<file path="src/shared/trs_consts.svh">
// timing and count constants for the transfer roller sequencer
// assumes a 40 MHz system clock
`ifndef TRS_CONSTS_SVH
`define TRS_CONSTS_SVH
// ----------------------------------------------------------------
// clock and times
// ----------------------------------------------------------------
`define TRS_CLK_MHZ        40
`define TRS_HOLD_US        20
`define TRS_HOLD_CYC       (`TRS_HOLD_US * `TRS_CLK_MHZ)
// ----------------------------------------------------------------
// counts
// ----------------------------------------------------------------
`define TRS_CLEAN_PAGES    16'd100
`define TRS_ATVS_PAGES_DEF 16'd1500
`define TRS_ATVS_PAGES_MIN 16'd1000
`define TRS_ATVS_PAGES_MAX 16'd2000
`define TRS_CLEAN_PAIRS    3'd5
`define TRS_TIMEOUT_DEF    32'd400000
`define TRS_REV_DEF        32'd40000
`endif

</file>
<file path="src/shared/trs_pkg.sv">
// types for the transfer roller sequencer
// assumes trs_consts.svh for numeric values
package trs_pkg;
    // ----------------------------------------------------------------
    // requests from the engine controller (level or pulse per field)
    // ----------------------------------------------------------------
    typedef struct packed {
        logic print_req;     // pulse: print request accepted
        logic transfer_on;   // level: image transfer in progress
        logic pattern_on;    // level: detection pattern being written
        logic media_empty;   // pulse: media ran out mid-print
        logic last_done;     // pulse: last image transferred
        logic page_done;     // pulse: one page printed
        logic stab_run;      // pulse: image stabilization executed
        logic temp_exc;      // pulse: temperature excursion
        logic env_exc;       // level: temp/humidity out of range
        logic unit_new;      // pulse: roller unit replaced
        logic belt_clean_done; // pulse: belt cleaned in recovery
        logic size_err;      // pulse: media size error
    } trs_req_t;
    typedef enum logic [1:0] {
        TRS_HV_OFF, TRS_HV_FWD, TRS_HV_REV, TRS_HV_CC
    } trs_hv_t;
    typedef enum logic [3:0] {
        TRS_IDLE, TRS_MOVE, TRS_HOLD, TRS_SET_MEAS, TRS_CL_REV,
        TRS_CL_FWD, TRS_FAULT
    } trs_state_t;
endpackage : trs_pkg

</file>
<file path="src/logic/trs_sequencer.sv">
// transfer roller press/retract sequencer with voltage setting
// and cleaning routines; assumes a 40 MHz clock, pin sensor input
// Overview of operation
// clutch pulse turns cam half, presses roller
// sensor blocked means roller pressed
// next clutch pulse retracts roller
// sensor unblocked means roller retracted
// press for transfer and for cleaning
// retract while detection pattern written
// retract when media runs out
// retract after last image of job
// transfer voltage only once roller pressed
// setting triggers: print, stabilize, temp, unit
// setting triggers at page threshold 1000-2000
// first environment excursion triggers setting once; the code re-arms at every setting end, so a held excursion triggers again
// setting: press, constant current, measure, store
// cleaning applies no other voltage
// cleaning follows belt cleaning in recovery
// cleaning every 100 pages
// cleaning on media size error
// cleaning: press, reverse rev, forward rev
// five bias pairs then retract
// clutch off fixed time after sensor edge
// sensor timeout drops clutch, flags fault
`timescale 1ns/1ps
`include "trs_consts.svh"
module trs_sequencer #(
    parameter logic [31:0] TIMEOUT_CYC = `TRS_TIMEOUT_DEF,
    parameter logic [31:0] REV_CYC     = `TRS_REV_DEF
) (
    // clock and reset
    input  wire logic             clk_sys_i,
    input  wire logic             rst_b_i,
    // engine controller
    input  wire trs_pkg::trs_req_t req_i,
    input  wire logic [15:0]      atvs_pages_i,
    input  wire logic [11:0]      surf_volt_i,
    input  wire logic [11:0]      temp_i,
    input  wire logic             fault_clr_i,
    // mechanism pins
    input  wire logic             cam_sensor_i,
    output logic                  clutch_o,
    output trs_pkg::trs_hv_t      hv_mode_o,
    output logic [11:0]           hv_level_o,
    output logic [11:0]           temp_saved_o,
    output logic                  pressed_o,
    output logic                  busy_o,
    output logic                  fault_o
);
    import trs_pkg::*;

    // ----------------------------------------------------------------
    // sensor synchroniser
    // ----------------------------------------------------------------
    logic sens_m, sens;
    // two flops: sensor is a mechanical pin, asynchronous to clk
    always_ff @(posedge clk_sys_i or negedge rst_b_i) begin
        if (!rst_b_i) begin
            sens_m <= 1'b0;
            sens   <= 1'b0;
        end else begin
            sens_m <= cam_sensor_i;
            sens   <= sens_m;
        end
    end

    // ----------------------------------------------------------------
    // state and counters
    // ----------------------------------------------------------------
    trs_state_t state;
    logic [31:0] tmr;
    logic        tgt_press;    // position being moved to
    logic [2:0]  pairs;
    logic [15:0] pg_clean, pg_set;
    logic        env_armed, set_pend, cl_pend, rec_pend;

    // clamp the software threshold into the allowed page window
    function automatic logic [15:0] clamp_pages(input logic [15:0] p);
        if (p < `TRS_ATVS_PAGES_MIN)
            return `TRS_ATVS_PAGES_MIN;
        if (p > `TRS_ATVS_PAGES_MAX)
            return `TRS_ATVS_PAGES_MAX;
        return p;
    endfunction : clamp_pages

    // conversion of measured surface voltage to output level
    function automatic logic [11:0] conv_volt(input logic [11:0] v);
        return v + {1'b0, v[11:1]} > 13'h0FFF ? 12'hFFF
               : 12'(v + {1'b0, v[11:1]});
    endfunction : conv_volt

    // end-of-routine strobes, needed first by the trigger terms below
    wire in_clean = (state == TRS_CL_REV) | (state == TRS_CL_FWD);
    wire set_fin  = (state == TRS_SET_MEAS) && (tmr == REV_CYC);
    wire cl_fin   = (state == TRS_CL_FWD) && (tmr == REV_CYC)
                  && (pairs == `TRS_CLEAN_PAIRS - 3'd1);
    wire [15:0] set_thr = clamp_pages(atvs_pages_i);
    wire sens_ok  = (sens == tgt_press);
    wire want_press = req_i.transfer_on & ~req_i.pattern_on;
    wire want_ret = req_i.pattern_on | req_i.media_empty
                  | req_i.last_done;
    // environment: trigger on first excursion only, re-armed by a run
    wire env_trig = req_i.env_exc & env_armed;
    // page terms are masked in the finishing cycle: the count is still
    // over its limit there and would otherwise queue a second run
    wire set_trig = req_i.print_req | req_i.stab_run | req_i.temp_exc
                  | req_i.unit_new | env_trig
                  | ((pg_set >= set_thr) & ~set_fin);
    wire cl_trig  = ((pg_clean >= `TRS_CLEAN_PAGES) & ~cl_fin)
                  | req_i.size_err;

    // ----------------------------------------------------------------
    // pending routines and page counters
    // ----------------------------------------------------------------
    always_ff @(posedge clk_sys_i or negedge rst_b_i) begin
        if (!rst_b_i) begin
            set_pend  <= 1'b0;
            cl_pend   <= 1'b0;
            rec_pend  <= 1'b0;
            env_armed <= 1'b1;
            pg_clean  <= 16'h0000;
            pg_set    <= 16'h0000;
        end else begin
            // a new trigger in the finishing cycle wins over the clear
            set_pend <= set_trig | (set_pend & ~set_fin);
            // a size error in the cycle of the belt pulse re-arms the wait
            if (req_i.belt_clean_done)
                rec_pend <= 1'b0;
            if (req_i.size_err)
                rec_pend <= 1'b1;
            // recovery cleaning waits for the belt cleaning pulse
            cl_pend  <= cl_trig | (rec_pend & req_i.belt_clean_done)
                      | (cl_pend & ~cl_fin);
            if (env_trig)
                env_armed <= 1'b0;
            else if (set_fin)
                env_armed <= 1'b1;
            if (cl_fin)
                pg_clean <= {15'h0000, req_i.page_done};
            else if (req_i.page_done && pg_clean != 16'hFFFF)
                pg_clean <= pg_clean + 16'h0001;
            if (set_fin)
                pg_set <= {15'h0000, req_i.page_done};
            else if (req_i.page_done && pg_set != 16'hFFFF)
                pg_set <= pg_set + 16'h0001;
        end
    end

    // ----------------------------------------------------------------
    // sequencer: one clutch pulse moves the cam half a turn
    // ----------------------------------------------------------------
    logic       need_press, need_ret;
    assign need_press = (set_pend | cl_pend | want_press) & ~pressed_o;
    assign need_ret   = pressed_o & ~set_pend & ~cl_pend
                      & (want_ret | ~want_press);
    always_ff @(posedge clk_sys_i or negedge rst_b_i) begin
        if (!rst_b_i) begin
            state     <= TRS_IDLE;
            tmr       <= 32'h0000_0000;
            tgt_press <= 1'b0;
            pairs     <= 3'd0;
            clutch_o  <= 1'b0;
            pressed_o <= 1'b0;
            fault_o   <= 1'b0;
            temp_saved_o <= 12'h000;
            hv_level_o   <= 12'h000;
        end else begin
            unique case (state)
            TRS_IDLE: begin
                tmr <= 32'h0000_0000;
                if (need_press || need_ret) begin
                    clutch_o  <= 1'b1;
                    tgt_press <= need_press;
                    state     <= TRS_MOVE;
                end else if (pressed_o && cl_pend) begin
                    pairs <= 3'd0;
                    state <= TRS_CL_REV;
                end else if (pressed_o && set_pend) begin
                    state <= TRS_SET_MEAS;
                end
            end
            TRS_MOVE: begin
                tmr <= tmr + 32'h0000_0001;
                if (sens_ok) begin
                    tmr   <= 32'h0000_0000;
                    state <= TRS_HOLD;
                end else if (tmr >= TIMEOUT_CYC) begin
                    clutch_o <= 1'b0;
                    fault_o  <= 1'b1;
                    state    <= TRS_FAULT;
                end
            end
            TRS_HOLD: begin
                // keep driving so the cam clears the sensor edge
                tmr <= tmr + 32'h0000_0001;
                if (tmr == 32'(`TRS_HOLD_CYC) - 32'h0000_0001) begin
                    clutch_o  <= 1'b0;
                    pressed_o <= tgt_press;
                    state     <= TRS_IDLE;
                end
            end
            TRS_SET_MEAS: begin
                tmr <= tmr + 32'h0000_0001;
                if (set_fin) begin
                    hv_level_o   <= conv_volt(surf_volt_i);
                    temp_saved_o <= temp_i;
                    state        <= TRS_IDLE;
                end
            end
            TRS_CL_REV: begin
                tmr <= tmr + 32'h0000_0001;
                if (tmr == REV_CYC) begin
                    tmr   <= 32'h0000_0000;
                    state <= TRS_CL_FWD;
                end
            end
            TRS_CL_FWD: begin
                tmr <= tmr + 32'h0000_0001;
                if (tmr == REV_CYC) begin
                    tmr   <= 32'h0000_0000;
                    pairs <= pairs + 3'd1;
                    // after the fifth pair idle retracts unless needed
                    state <= cl_fin ? TRS_IDLE : TRS_CL_REV;
                end
            end
            TRS_FAULT: begin
                if (fault_clr_i) begin
                    fault_o <= 1'b0;
                    state   <= TRS_IDLE;
                end
            end
            default: state <= TRS_IDLE;
            endcase
        end
    end

    // ----------------------------------------------------------------
    // high voltage selection
    // ----------------------------------------------------------------
    trs_hv_t next_hv;
    always_comb begin
        next_hv = TRS_HV_OFF;
        if (state == TRS_CL_REV)
            next_hv = TRS_HV_REV;
        else if (state == TRS_CL_FWD)
            next_hv = TRS_HV_FWD;
        else if (state == TRS_SET_MEAS)
            next_hv = TRS_HV_CC;
        else if (state == TRS_IDLE && pressed_o && want_press
                 && !set_pend && !cl_pend)
            next_hv = TRS_HV_FWD;
    end
    always_ff @(posedge clk_sys_i or negedge rst_b_i) begin
        if (!rst_b_i) begin
            hv_mode_o <= TRS_HV_OFF;
            busy_o    <= 1'b0;
        end else begin
            hv_mode_o <= next_hv;
            busy_o    <= (state != TRS_IDLE);
        end
    end

    // ----------------------------------------------------------------
    // checks
    // ----------------------------------------------------------------
    a_hv_needs_press: assert property (@(posedge clk_sys_i)
        disable iff (!rst_b_i)
        hv_mode_o != TRS_HV_OFF |-> $past(pressed_o))
        else $error("voltage applied while roller not pressed");
    a_clean_no_cc: assert property (@(posedge clk_sys_i)
        disable iff (!rst_b_i)
        $past(in_clean) |-> hv_mode_o != TRS_HV_CC)
        else $error("other voltage during cleaning");
    a_timeout_fault: assert property (@(posedge clk_sys_i)
        disable iff (!rst_b_i)
        state == TRS_MOVE && !sens_ok && tmr >= TIMEOUT_CYC
        |=> fault_o && !clutch_o)
        else $error("timeout did not raise fault");
    a_hold_release: assert property (@(posedge clk_sys_i)
        disable iff (!rst_b_i)
        state == TRS_MOVE && sens_ok |=> state == TRS_HOLD && clutch_o)
        else $error("clutch not held after sensor edge");
    a_move_clutch: assert property (@(posedge clk_sys_i)
        disable iff (!rst_b_i)
        $rose(state == TRS_MOVE) |-> clutch_o)
        else $error("move without clutch");
    a_pos_matches: assert property (@(posedge clk_sys_i)
        disable iff (!rst_b_i)
        $fell(state == TRS_HOLD) |-> pressed_o == $past(sens))
        else $error("position flag disagrees with sensor");
    a_pairs_five: assert property (@(posedge clk_sys_i)
        disable iff (!rst_b_i)
        in_clean |-> pairs < `TRS_CLEAN_PAIRS)
        else $error("too many bias pairs");
    a_clean_pressed: assert property (@(posedge clk_sys_i)
        disable iff (!rst_b_i)
        in_clean |-> pressed_o)
        else $error("cleaning while retracted");
    a_pattern_retract: assert property (@(posedge clk_sys_i)
        disable iff (!rst_b_i)
        state == TRS_IDLE && pressed_o && req_i.pattern_on
        && !set_pend && !cl_pend |=> state == TRS_MOVE && clutch_o)
        else $error("roller not retracted for detection pattern");
    a_pairs_done: assert property (@(posedge clk_sys_i)
        disable iff (!rst_b_i)
        cl_fin |=> state == TRS_IDLE && pairs == `TRS_CLEAN_PAIRS)
        else $error("cleaning did not end after five pairs");
endmodule : trs_sequencer

</file>
<file path="config.mk">
export PLATFORM = sky130hd
export DESIGN_NAME = trs_sequencer
export DESIGN_NICKNAME = d
export VERILOG_FILES = /design/src/shared/trs_pkg.sv /design/src/logic/trs_sequencer.sv
export VERILOG_INCLUDE_DIRS = /design/src /design/src/shared
export SDC_FILE = /design/constraint.sdc
export NUM_CORES = 1
export LEC_CHECK = 0
export BUFFER_PORTS_ARGS = -buffer_cell sky130_fd_sc_hd__buf_2
export CAP_MARGIN = 5
export CELL_PAD_IN_SITES_DETAIL_PLACEMENT = 1
export CELL_PAD_IN_SITES_GLOBAL_PLACEMENT = 2
export CORE_MARGIN = 5
export CORE_UTILIZATION = 33
export CTS_CLUSTER_SIZE = 14
export DETAILED_ROUTE_END_ITERATION = 10
export PLACE_DENSITY = 0.78
export SYNTH_ARGS = -nofsm -noshare
export SYNTH_HDL_FRONTEND = slang
export SYNTH_SLANG_ARGS = --single-unit
</file>
<file path="constraint.sdc">
create_clock -name clk_sys_i -period 2.1 [get_ports clk_sys_i]
set_input_delay 0.42 -clock clk_sys_i [delete_from_list [all_inputs] [get_ports clk_sys_i]]
set_output_delay 0.42 -clock clk_sys_i [all_outputs]
set_load 0.05 [all_outputs]
</file>
# After elaboration in Yosys (flattened, before gate mapping)
# Cells that the tools add are included.
[totals] ff_bits=108 in_bits=56 out_inout_bits=30 elab_cells=168
[op_classes] addsub=6 magnitude_cmp=6 n_eq_ne=24 mux=48 bitwise=32 reduce_logical=33
[op_table] cell="$mux 16" n=8
[op_table] cell="$pmux 32 s4" n=1
[op_table] cell="$mux 32" n=2
[op_table] cell="$mux 4" n=10
[op_table] cell="$add 16x1->16 const B" n=2
[op_table] cell="$add 32x1->32 const B" n=1
[op_table] cell="$eq 32x10->1 const B" n=1
[op_table] cell="$eq 32x16->1 const B" n=1
[op_table] cell="$ge 32x19->1 const B" n=1
[op_table] cell="$ne 16x16->1 const B" n=2
[op_table] cell="$pmux 4 s7" n=1
[op_table] cell="$ne 2x2->1 const B" n=10
[op_table] cell="$ge 16x16->1" n=1
[op_table] cell="$ge 16x7->1 const B" n=1
[op_table] cell="$gt 16x11->1 const B" n=1
[op_table] cell="$lt 16x10->1 const B" n=1
[op_table] cell="$mux 1" n=15
[op_table] cell="$or 1x1->1" n=14
[op_table] cell="$add 12x11->13" n=1
[op_table] cell="$gt 13x12->1 const B" n=1
[op_table] cell="$add 12x11->12" n=1
[op_table] cell="$eq 4x3->1 const B" n=3
[op_table] cell="$mux 12" n=1
[op_table] cell="$mux 3" n=4
[op_table] cell="other kinds (25)" n=65

# Logic depth before layout (Yosys ltp)
# Gate-level depths: netlist of run 1.
[logic_depth] depth_word=9 ltp_mapped=12

# Worst setup path after synthesis of run 1
# OpenSTA, ideal clock, no wires.
[synth_path] path_type="in2reg" from="in atvs_pages_i[3]" to="reg set_pend" setup_time_ns=0.120 t_arrival_ns=2.576 required_time_ns=1.980 setup_slack_ns=-0.596 path_stages=12 path_buffers=0 cell_sequence="or4_1 > a21oi_1 > nor3b_1 > nor2_1 > and3_1 > ha_1 > nand2b_1 > a21o_1 > a21o_1 > a21oi_1 > o211ai_1 > a31o_2"
[synth_between] elab_chain_len=9
[synth_rtl] element="from (decl)" line="trs_sequencer.sv:36" rtl="input wire logic [15:0] atvs_pages_i,"
[synth_rtl] element="$gt 16x11->1 (no line)"
[synth_rtl] element="$mux 1 (2 in series)" line="trs_sequencer.sv:81" rtl="if (p > `TRS_ATVS_PAGES_MAX)"
[synth_rtl] element="$mux 16" line="trs_sequencer.sv:83" rtl="return p;"
[synth_rtl] element="$mux 16 *" line="trs_sequencer.sv:81"
[synth_rtl] element="$ge 16x16->1 *" line="trs_sequencer.sv:108" rtl="| ((pg_set >= set_thr) & ~set_fin);"
[synth_rtl] element="$and 1x1->1 *" line="trs_sequencer.sv:108"
[synth_rtl] element="$or 1x1->1 *" line="trs_sequencer.sv:108"
[synth_rtl] element="$or 1x1->1 *" line="trs_sequencer.sv:125" rtl="set_pend <= set_trig | (set_pend & ~set_fin);"
[synth_rtl] element="to (signal assigned)" line="trs_sequencer.sv:125"
[synth_rtl] element="to (decl)" line="trs_sequencer.sv:75" rtl="logic env_armed, set_pend, cl_pend, rec_pend;"
# Mark *: on every way between the ends. The rest lies on a longest branch, timed or not. The select of a mux whose other input is x is not followed.
# A chain may end at the register's enable or synchronous reset.

# Final worst setup path of run 1
# Same ends and word-level chain as after synthesis.

==> summary.txt, run 1 <==
Status
  – Run status: complete, but fails checks
  – Failing checks: hold timing, setup timing

Drt
  – First DRT Iteration DRCs: ~170
  – DR WL/cell: roughly 18 µm
  – ANT nets after route: 0
  – Total Routed Length: 20.6 mm
  – Wl on met1: 8.94 mm
  – Met3 routed WL: approximately 740 µm
  – WL met2: 10.5 mm
  – DR top layer: met5
  – Vias per inst: between 5 and 6
  – Drt pass-1 iters: 4
  – Drc violations: 0
  – Vias: 6063

Logic synthesis
  – Yosys top cell by area: dfrtp_1
  – Post-synth cell types: 61
  – Flop and latch count out of synthesis: roughly 110
  – Post-synth ARST share: 100%
  – Yosys warnings: 0
  – Top FF cell, synth: dfrtp_1
  – Avg Inst Size Synth: 9.25 µm²
  – Area share of the largest cell type after synthesis: between 40% and 50%
  – Post-synthesis sequential area ratio: between 40% and 50%
  – Cells after synthesis: slightly below 700
  – Post-synth EDFFs: 0
  – Post-Synthesis Cell Area: 0.00633 mm²
  – Main area contributors after synthesis: dfrtp_1 (42%), ha_1 (7.1%), nor2_1 (5.8%)

Floorplan
  – Initial core utilization: around a third
  – Die X: around 150 µm
  – Die Y: around 150 µm
  – Die area: between 0.02 and 0.025 mm²
  – # IOs: 86
  – Row count: 50
  – Core ar.: around 0.019 mm²

STA
  – Least-Margin Pin Slew: around 540 ps
  – Final worst setup slack: -280 ps
  – Max frequency: around 420 MHz
  – Final setup fails: 65
  – Slew Limit Fails: 0
  – Final hold vios: 1
  – Period utilization: 113%
  – Setup TNS: -7000 ps
  – Post-route minimum period: between 2000 and 2500 ps
  – Max transition margin: a little over three fifths
  – RSZ-0062 raised after global routing: true
  – Hold slack: -2.44 ps
  – Worst clock skew: 9.33 ps

Job
  – Max_cap viols: 0

Placed design
  – Buffers on Ports: 85
  – Global placer's final weighted congestion: between 0.8 and 0.9
  – Post-DP HPWL: roughly 15 mm

Clock tree
  – CTS sink cnt: approximately 110
  – CTS Buf Count: 9
  – H-tree levels: 3
  – Cts hold-fix bufs: 0
  – Max clock buf depth: 2
  – CTS tree: built
  – Root buffer cell: clkbuf_16
  – Clock latency at the later pin of the worst-skew pair: around 360 ps
  – Worst-path clk slew: about 80 ps

Worst setup path
  – Crit path DAT: between 2000 and 3000 ps
  – Max FO, Critical Path: 3
  – Worst setup SP type: input pin
  – Critical path type: in2reg
  – CP endpoint kind: register
  – Max stage delay cell, worst path: or4_4
  – Cell mode on critical path: a21o_1
  – CP max stage delay: roughly 540 ps
  – Worst EP required: ~2400 ps
  – Worst-path cell chain: buf_6, or4_4, a21oi_4, nor3b_4, nor2_2, and3_1, ha_1, nand2b_4, a21o_1, a21o_1, a21oi_2, o211ai_1, a31o_2

Finish
  – Area Overhead vs Synth: 49.3%
  – Final cell utilization of the core: 50.3%
  – Layout filler cell count: roughly 2100
  – Share of layout cells above drive strength 1: between 40% and 50%
  – Final net count: between 1000 and 1500
  – Most frequent cells in the layout: buf_4 (112), dfrtp_1 (106), buf_2 (83)
  – Most common cell after layout, fill and taps aside: buf_4

Min path
  – Worst min path class: in2async

Global routing
  – Gr usage total: 18.3%
  – Vias in the first global route: between 6000 and 7000
  – First-pass GRT wire length: between 30 and 40 mm
  – Antenna violations before repair: 3
  – Largest net degree at the start of global routing: 49
  – GRT overflow: 0

Pwr
  – Pwr/cell area: ~570 mW/mm²
  – Worst vdd rail ir drop: ~0.00043 V
  – P_leak: 4.21 nW
==> synthesized netlist by cell type, types with 10 or more instances <==
cell type / instances
a21o_1: 10
a21oi_1: 32
a31oi_1: 12
and3_1: 13
buf_2: 11
dfrtp_1: 106
ha_1: 36
inv_1: 25
mux2_2: 15
nand2_1: 48
nand3_1: 28
nand4_1: 19
nor2_1: 97
nor3_1: 22
o21ai_0: 26
or3_1: 10
xnor2_1: 31
xor2_1: 23
==> critical path: cells and delay by family <==
kind	cells	cell delay [ps]
adders and majority gates	1	220
buffers and inverters	1	90
and+or+nand+nor	5	1020
AOI/OAI and AO/OA	6	880
==> worst paths after layout <==
kind                                 startpoint            end  slack, ps  cells past startpoint
worst min register to register           sens_m           sens        350                      0
max in group asynchronous               rst_b_i  hv_level_o[1]       1470                      2
worst max register to register           tmr[0]       state[1]       -240                      8
worst min-delay path                    rst_b_i        tmr[29]         -2                      1
min in group clk_sys_i             cam_sensor_i         sens_m        190                      1
worst max-delay path            atvs_pages_i[3]       set_pend       -280                     13
==> registers in the layout (all words and copies together) (netlist names), 2 cells and up <==
name	count
hv_level_o	12
tmr	32
pairs	3
pg_set	16
hv_mode_o	2
pg_clean	16
temp_saved_o	12
state	3
==> stage by stage <==
step / instances / cell area [µm²] / worst slack [ps] / power (mW)
6_report: 1150 / 9450 / -280 / 5.39
5_1_grt: 1149 / 9440 / -384 / 5.68
4_1_cts: 1137 / 8880 / -282 / 5.40
3_5_place_dp: 1110 / 8020 / -702 / 3.27
3_3_place_gp: 1110 / 8020 / -678 / 3.21
2_1_floorplan: 688 / 6410 / -523 / 2.87
==> cell families (layout without fill, tap and decap cells) <==
logic type      Yosys count  in the layout  share of synthesized area, %
simple gates            298            298                          23.9
compound gates          121            121                          12.2
flops                   107            107                          42.3
xor+xnor                 54             54                          7.47
buf+inv                  45            272                          2.89
fa+ha+maj                37             37                          7.44
mux                      21             21                          3.64
other cells               1              6                        0.0593
==> report_power, final <==
group	switching, mW	internal [mW]	total, mW
Sequential	0.183	2.19	2.37
Clock	0.843	1.19	2.03
Combinational	0.508	0.479	0.987
==> per-layer routing <==
metal / global-route usage, % / vias up
met2: 31.2 / 106
met3: 3.41 / 32
met4: 5.64 / 6
met1: 23.6 / 3027
met5: 0 / -
li1: - / 2892
==> what timing repair did <==
action / CTS / global route
endpoints found under the hold margin: 0 / 0
resized for setup: 93 / 110
setup endpoints to repair: 98 / 97
gates cloned: 2 / 2
pin swaps: 31 / 56
setup buffers: 13 / 16
==> cell type report <==
| cell class | count | area, µm² | share of cell area [%] |
|---|---|---|---|
| inverter | 25 | 93.8 | 0.993 |
| timing repair buffer | 231 | 1820 | 19.3 |
| clock inverter | 6 | 119 | 1.26 |
| multi-input combinational | 536 | 4210 | 44.5 |
| clock buffer | 10 | 229 | 2.42 |
| antenna | 1 | 2.50 | 0.0265 |
| tap | 234 | 293 | 3.10 |
| sequential | 107 | 2680 | 28.4 |
Power figures use the tool's default switching activity.
==> inputs of run 2 (changes only) <==
--- a/config.mk
+++ b/config.mk
@@ -6,14 +6,16 @@
 export SDC_FILE = /design/constraint.sdc
 export NUM_CORES = 1
 export LEC_CHECK = 0
+export ABC_AREA = 1
 export BUFFER_PORTS_ARGS = -buffer_cell sky130_fd_sc_hd__buf_2
 export CAP_MARGIN = 5
 export CELL_PAD_IN_SITES_DETAIL_PLACEMENT = 1
 export CELL_PAD_IN_SITES_GLOBAL_PLACEMENT = 2
 export CORE_MARGIN = 5
-export CORE_UTILIZATION = 33
+export CORE_UTILIZATION = 30
 export CTS_CLUSTER_SIZE = 14
 export DETAILED_ROUTE_END_ITERATION = 10
+export HOLD_SLACK_MARGIN = 0.03
 export PLACE_DENSITY = 0.78
 export SYNTH_ARGS = -nofsm -noshare
 export SYNTH_HDL_FRONTEND = slang
==> run 2 against run 1 <==
Register-to-register slack better by 440 ps. Total power up 23%. Critical path type unchanged. Sequential power up 8%. Maximum frequency up 23%. Highest routed layer unchanged. The run now ends clean. Utilization down 13 points. First-iteration DRC count up 57%. Sequential cell count unchanged. Setup slack better by 450 ps.
==> summary.txt, run 2 <==
Clock tree
  – CTS Buf Count: 9
  – Worst-path clk slew: approximately 80 ps
  – Clock latency at the later pin of the worst-skew pair: around 370 ps
  – CTS sink cnt: about 110
  – Max clock buf depth: 2
  – CTS tree: built
  – H-tree levels: 3
  – Root buffer cell: clkbuf_16

Worst setup path
  – CP max stage delay: about 290 ps
  – Max FO, Critical Path: 6
  – Crit path DAT: 2150 ps
  – CP endpoint kind: register
  – Critical path type: in2reg
  – Worst setup SP type: input pin
  – Worst EP required: between 2000 and 2500 ps
  – Worst-path cell chain: buf_2, nor2_1, inv_1, nor4_4, nand2_1, nor2_2, inv_2, nand3_4, nor2_1, ha_1, a21oi_1, o21ai_0, a21oi_1, nand3_1, nand2_1, nand3_1
  – Max stage delay cell, worst path: ha_1

STA
  – Hold slack: ~170 ps
  – Final setup fails: 0
  – Max transition margin: a little under two thirds
  – Worst clock skew: 14.5 ps
  – RSZ-0062 raised after global routing: true
  – Setup TNS: 0 ps
  – Slew Limit Fails: 0
  – Max frequency: 519 MHz
  – Period utilization: 91.8%
  – Final hold vios: 0
  – Final worst setup slack: around 170 ps
  – Post-route minimum period: just under 2000 ps
  – Least-Margin Pin Slew: approximately 540 ps

Finish
  – Finished Layout Cells: ~1600
  – Share of layout cells above drive strength 1: between 15 and 20%
  – Max reg flops: 32
  – ANT cells: 0
  – Most frequent cells in the layout: nand2_1 (305), nor2_1 (137), inv_1 (127)
  – Area Overhead vs Synth: 22.2%
  – Most flops, register: tmr
  – Final net count: between 1000 and 1500
  – Most common cell after layout, fill and taps aside: nand2_1
  – Fin area: about 0.0092 mm²
  – Largest registers: tmr (32), pg_clean (16), pg_set (16)

Floorplan
  – Core ar.: about 0.025 mm²
  – Die X: between 150 and 200 µm
  – Initial core utilization: between 30% and 40%
  – Die area: between 0.02 and 0.03 mm²
  – Row count: between 50 and 60
  – Die Y: approximately 170 µm
  – # IOs: between 80 and 90

Placed design
  – Global placer's final weighted congestion: a little over 0.8
  – Cells after DPL: around 1600
  – Setup WS pre-CTS: -377 ps
  – Cell Area, Placed: about 0.0088 mm²
  – Post-DP HPWL: around 19 mm
  – Buffers on Ports: between 80 and 90

Pwr
  – P_leak: 4.49 nW
  – Pwr/cell area: about 700 mW/mm²
  – Worst vdd rail ir drop: 0.000316 V

Global routing
  – Gr usage total: between 15 and 20%
  – GRT overflow: 0
  – Largest net degree at the start of global routing: between 40 and 50
  – Antenna violations before repair: 1
  – Vias in the first global route: around 8000
  – First-pass GRT wire length: roughly 39 mm

Drt
  – Drt pass-1 iters: 4
  – Total Routed Length: about 24 mm
  – Vias per inst: approximately 4.8
  – Drc violations: 0
  – ANT nets after route: 0
  – First DRT Iteration DRCs: ~260
  – Vias: between 7000 and 8000
  – DR WL/cell: between 15 and 20 µm

Logic synthesis
  – Commonest cells post-synth: nand2_1 (305), nor2_1 (140), inv_1 (128), dfrtp_1 (106), nand3_1 (100)
  – Post-synthesis sequential area ratio: 35.4%
  – Avg Inst Size Synth: between 6 and 7 µm²
  – Top-count cell post-synth: nand2_1
  – Post-synth cell types: 43
  – Post-Synthesis Cell Area: between 0.007 and 0.008 mm²
  – Area share of the largest cell type after synthesis: roughly a third
  – Cells after synthesis: 1090
  – Yosys top cell by area: dfrtp_1
  – Post-synth ARST share: 100%
  – Flop and latch count out of synthesis: ~110
  – Main area contributors after synthesis: dfrtp_1 (35%), nand2_1 (15%), nor2_1 (6.9%)
  – Yosys warnings: 0
  – Post-synth EDFFs: 0
  – Top FF cell, synth: dfrtp_1

Min path
  – Worst min path class: in2reg

Job
  – Max_cap viols: 0

Status
  – Run status: finished, final reports clean
## run 2: changes by cell type after synthesis, moves of 15 or more
cell / before / now
nand2_1: 48 / 305
mux2_2: 15 / 0
nand3_1: 28 / 100
inv_1: 25 / 128
nor2_1: 97 / 140
xnor2_1: 31 / 8
## run 2: logic make-up after synthesis
group,after synthesis,synth area share (%)
buf+inv,156,8.75
simple gates,649,37.7
compound gates,102,7.37
xor+xnor,38,4.50
fa+ha+maj,37,6.22
flops,107,35.4
other cells,1,0.0496
## run 2: repair_timing
| action | 4_1_cts | 5_1_grt |
|---|---|---|
| hold buffers | 1 | 0 |
| hold endpoints to repair | 10 | 0 |
| buffers inserted | 0 | 0 |
| pin swaps | 0 | 1 |
| resized for setup | 1 | 16 |
| setup endpoints to repair | 1 | 26 |
## run 2: path summary, 6_finish.rpt
check / startpoint / end / slack (ps) / cells after the start
max reg2reg: tmr[0] / hv_level_o[2] / 200 / 10
max in group asynchronous: rst_b_i / tmr[25] / 900 / 3
max: atvs_pages_i[15] / set_pend / 170 / 16
min reg2reg: sens_m / sens / 350 / 0
min in group asynchronous: rst_b_i / cl_pend / 590 / 2
min: cam_sensor_i / sens_m / 170 / 1
## run 2: where the power goes
group          switching, mW  total (mW)  leakage [nW]  internal [mW]
registers              0.267        2.55          1.31           2.29
clock network          0.902        1.88         0.161          0.975
logic                   1.46        2.22          3.02          0.753
total                   2.63        6.65          4.49           4.02
## run 2: metal layers
layer	GRT usage (%)	vias up	share of wire, %
met4	3.35	2	0.88
met3	3.08	14	3.8
li1	-	3807	-
met2	28.3	96	46
met5	0	-	0.030
met1	22.5	3637	49
## run 2: area by class of cell
class                      count  area [µm²]
fill                        3207       15800
multi-input combinational    831        4330
sequential                   107        2680
timing repair buffer         155         981
inverter                     136         510
tap                          330         413
clock buffer                   9         225
clock inverter                 7         105
## run 2: critical path: cells and delay by family
family	cells	cell delay, ps
AO/OA/AOI/OAI	3	390
buffers and inverters	3	220
AND/OR/NAND/NOR	9	840
adder cells (fa/ha/maj)	1	290
## run 2: stage by stage
step / power, mW / util, %
3_5_place_dp: 4.81 / 35.3
6_report: 6.65 / 36.9
3_3_place_gp: 4.76 / 35.3
2_1_floorplan: 3.99 / -
4_1_cts: 6.73 / 36.6
5_1_grt: 7.12 / 36.9
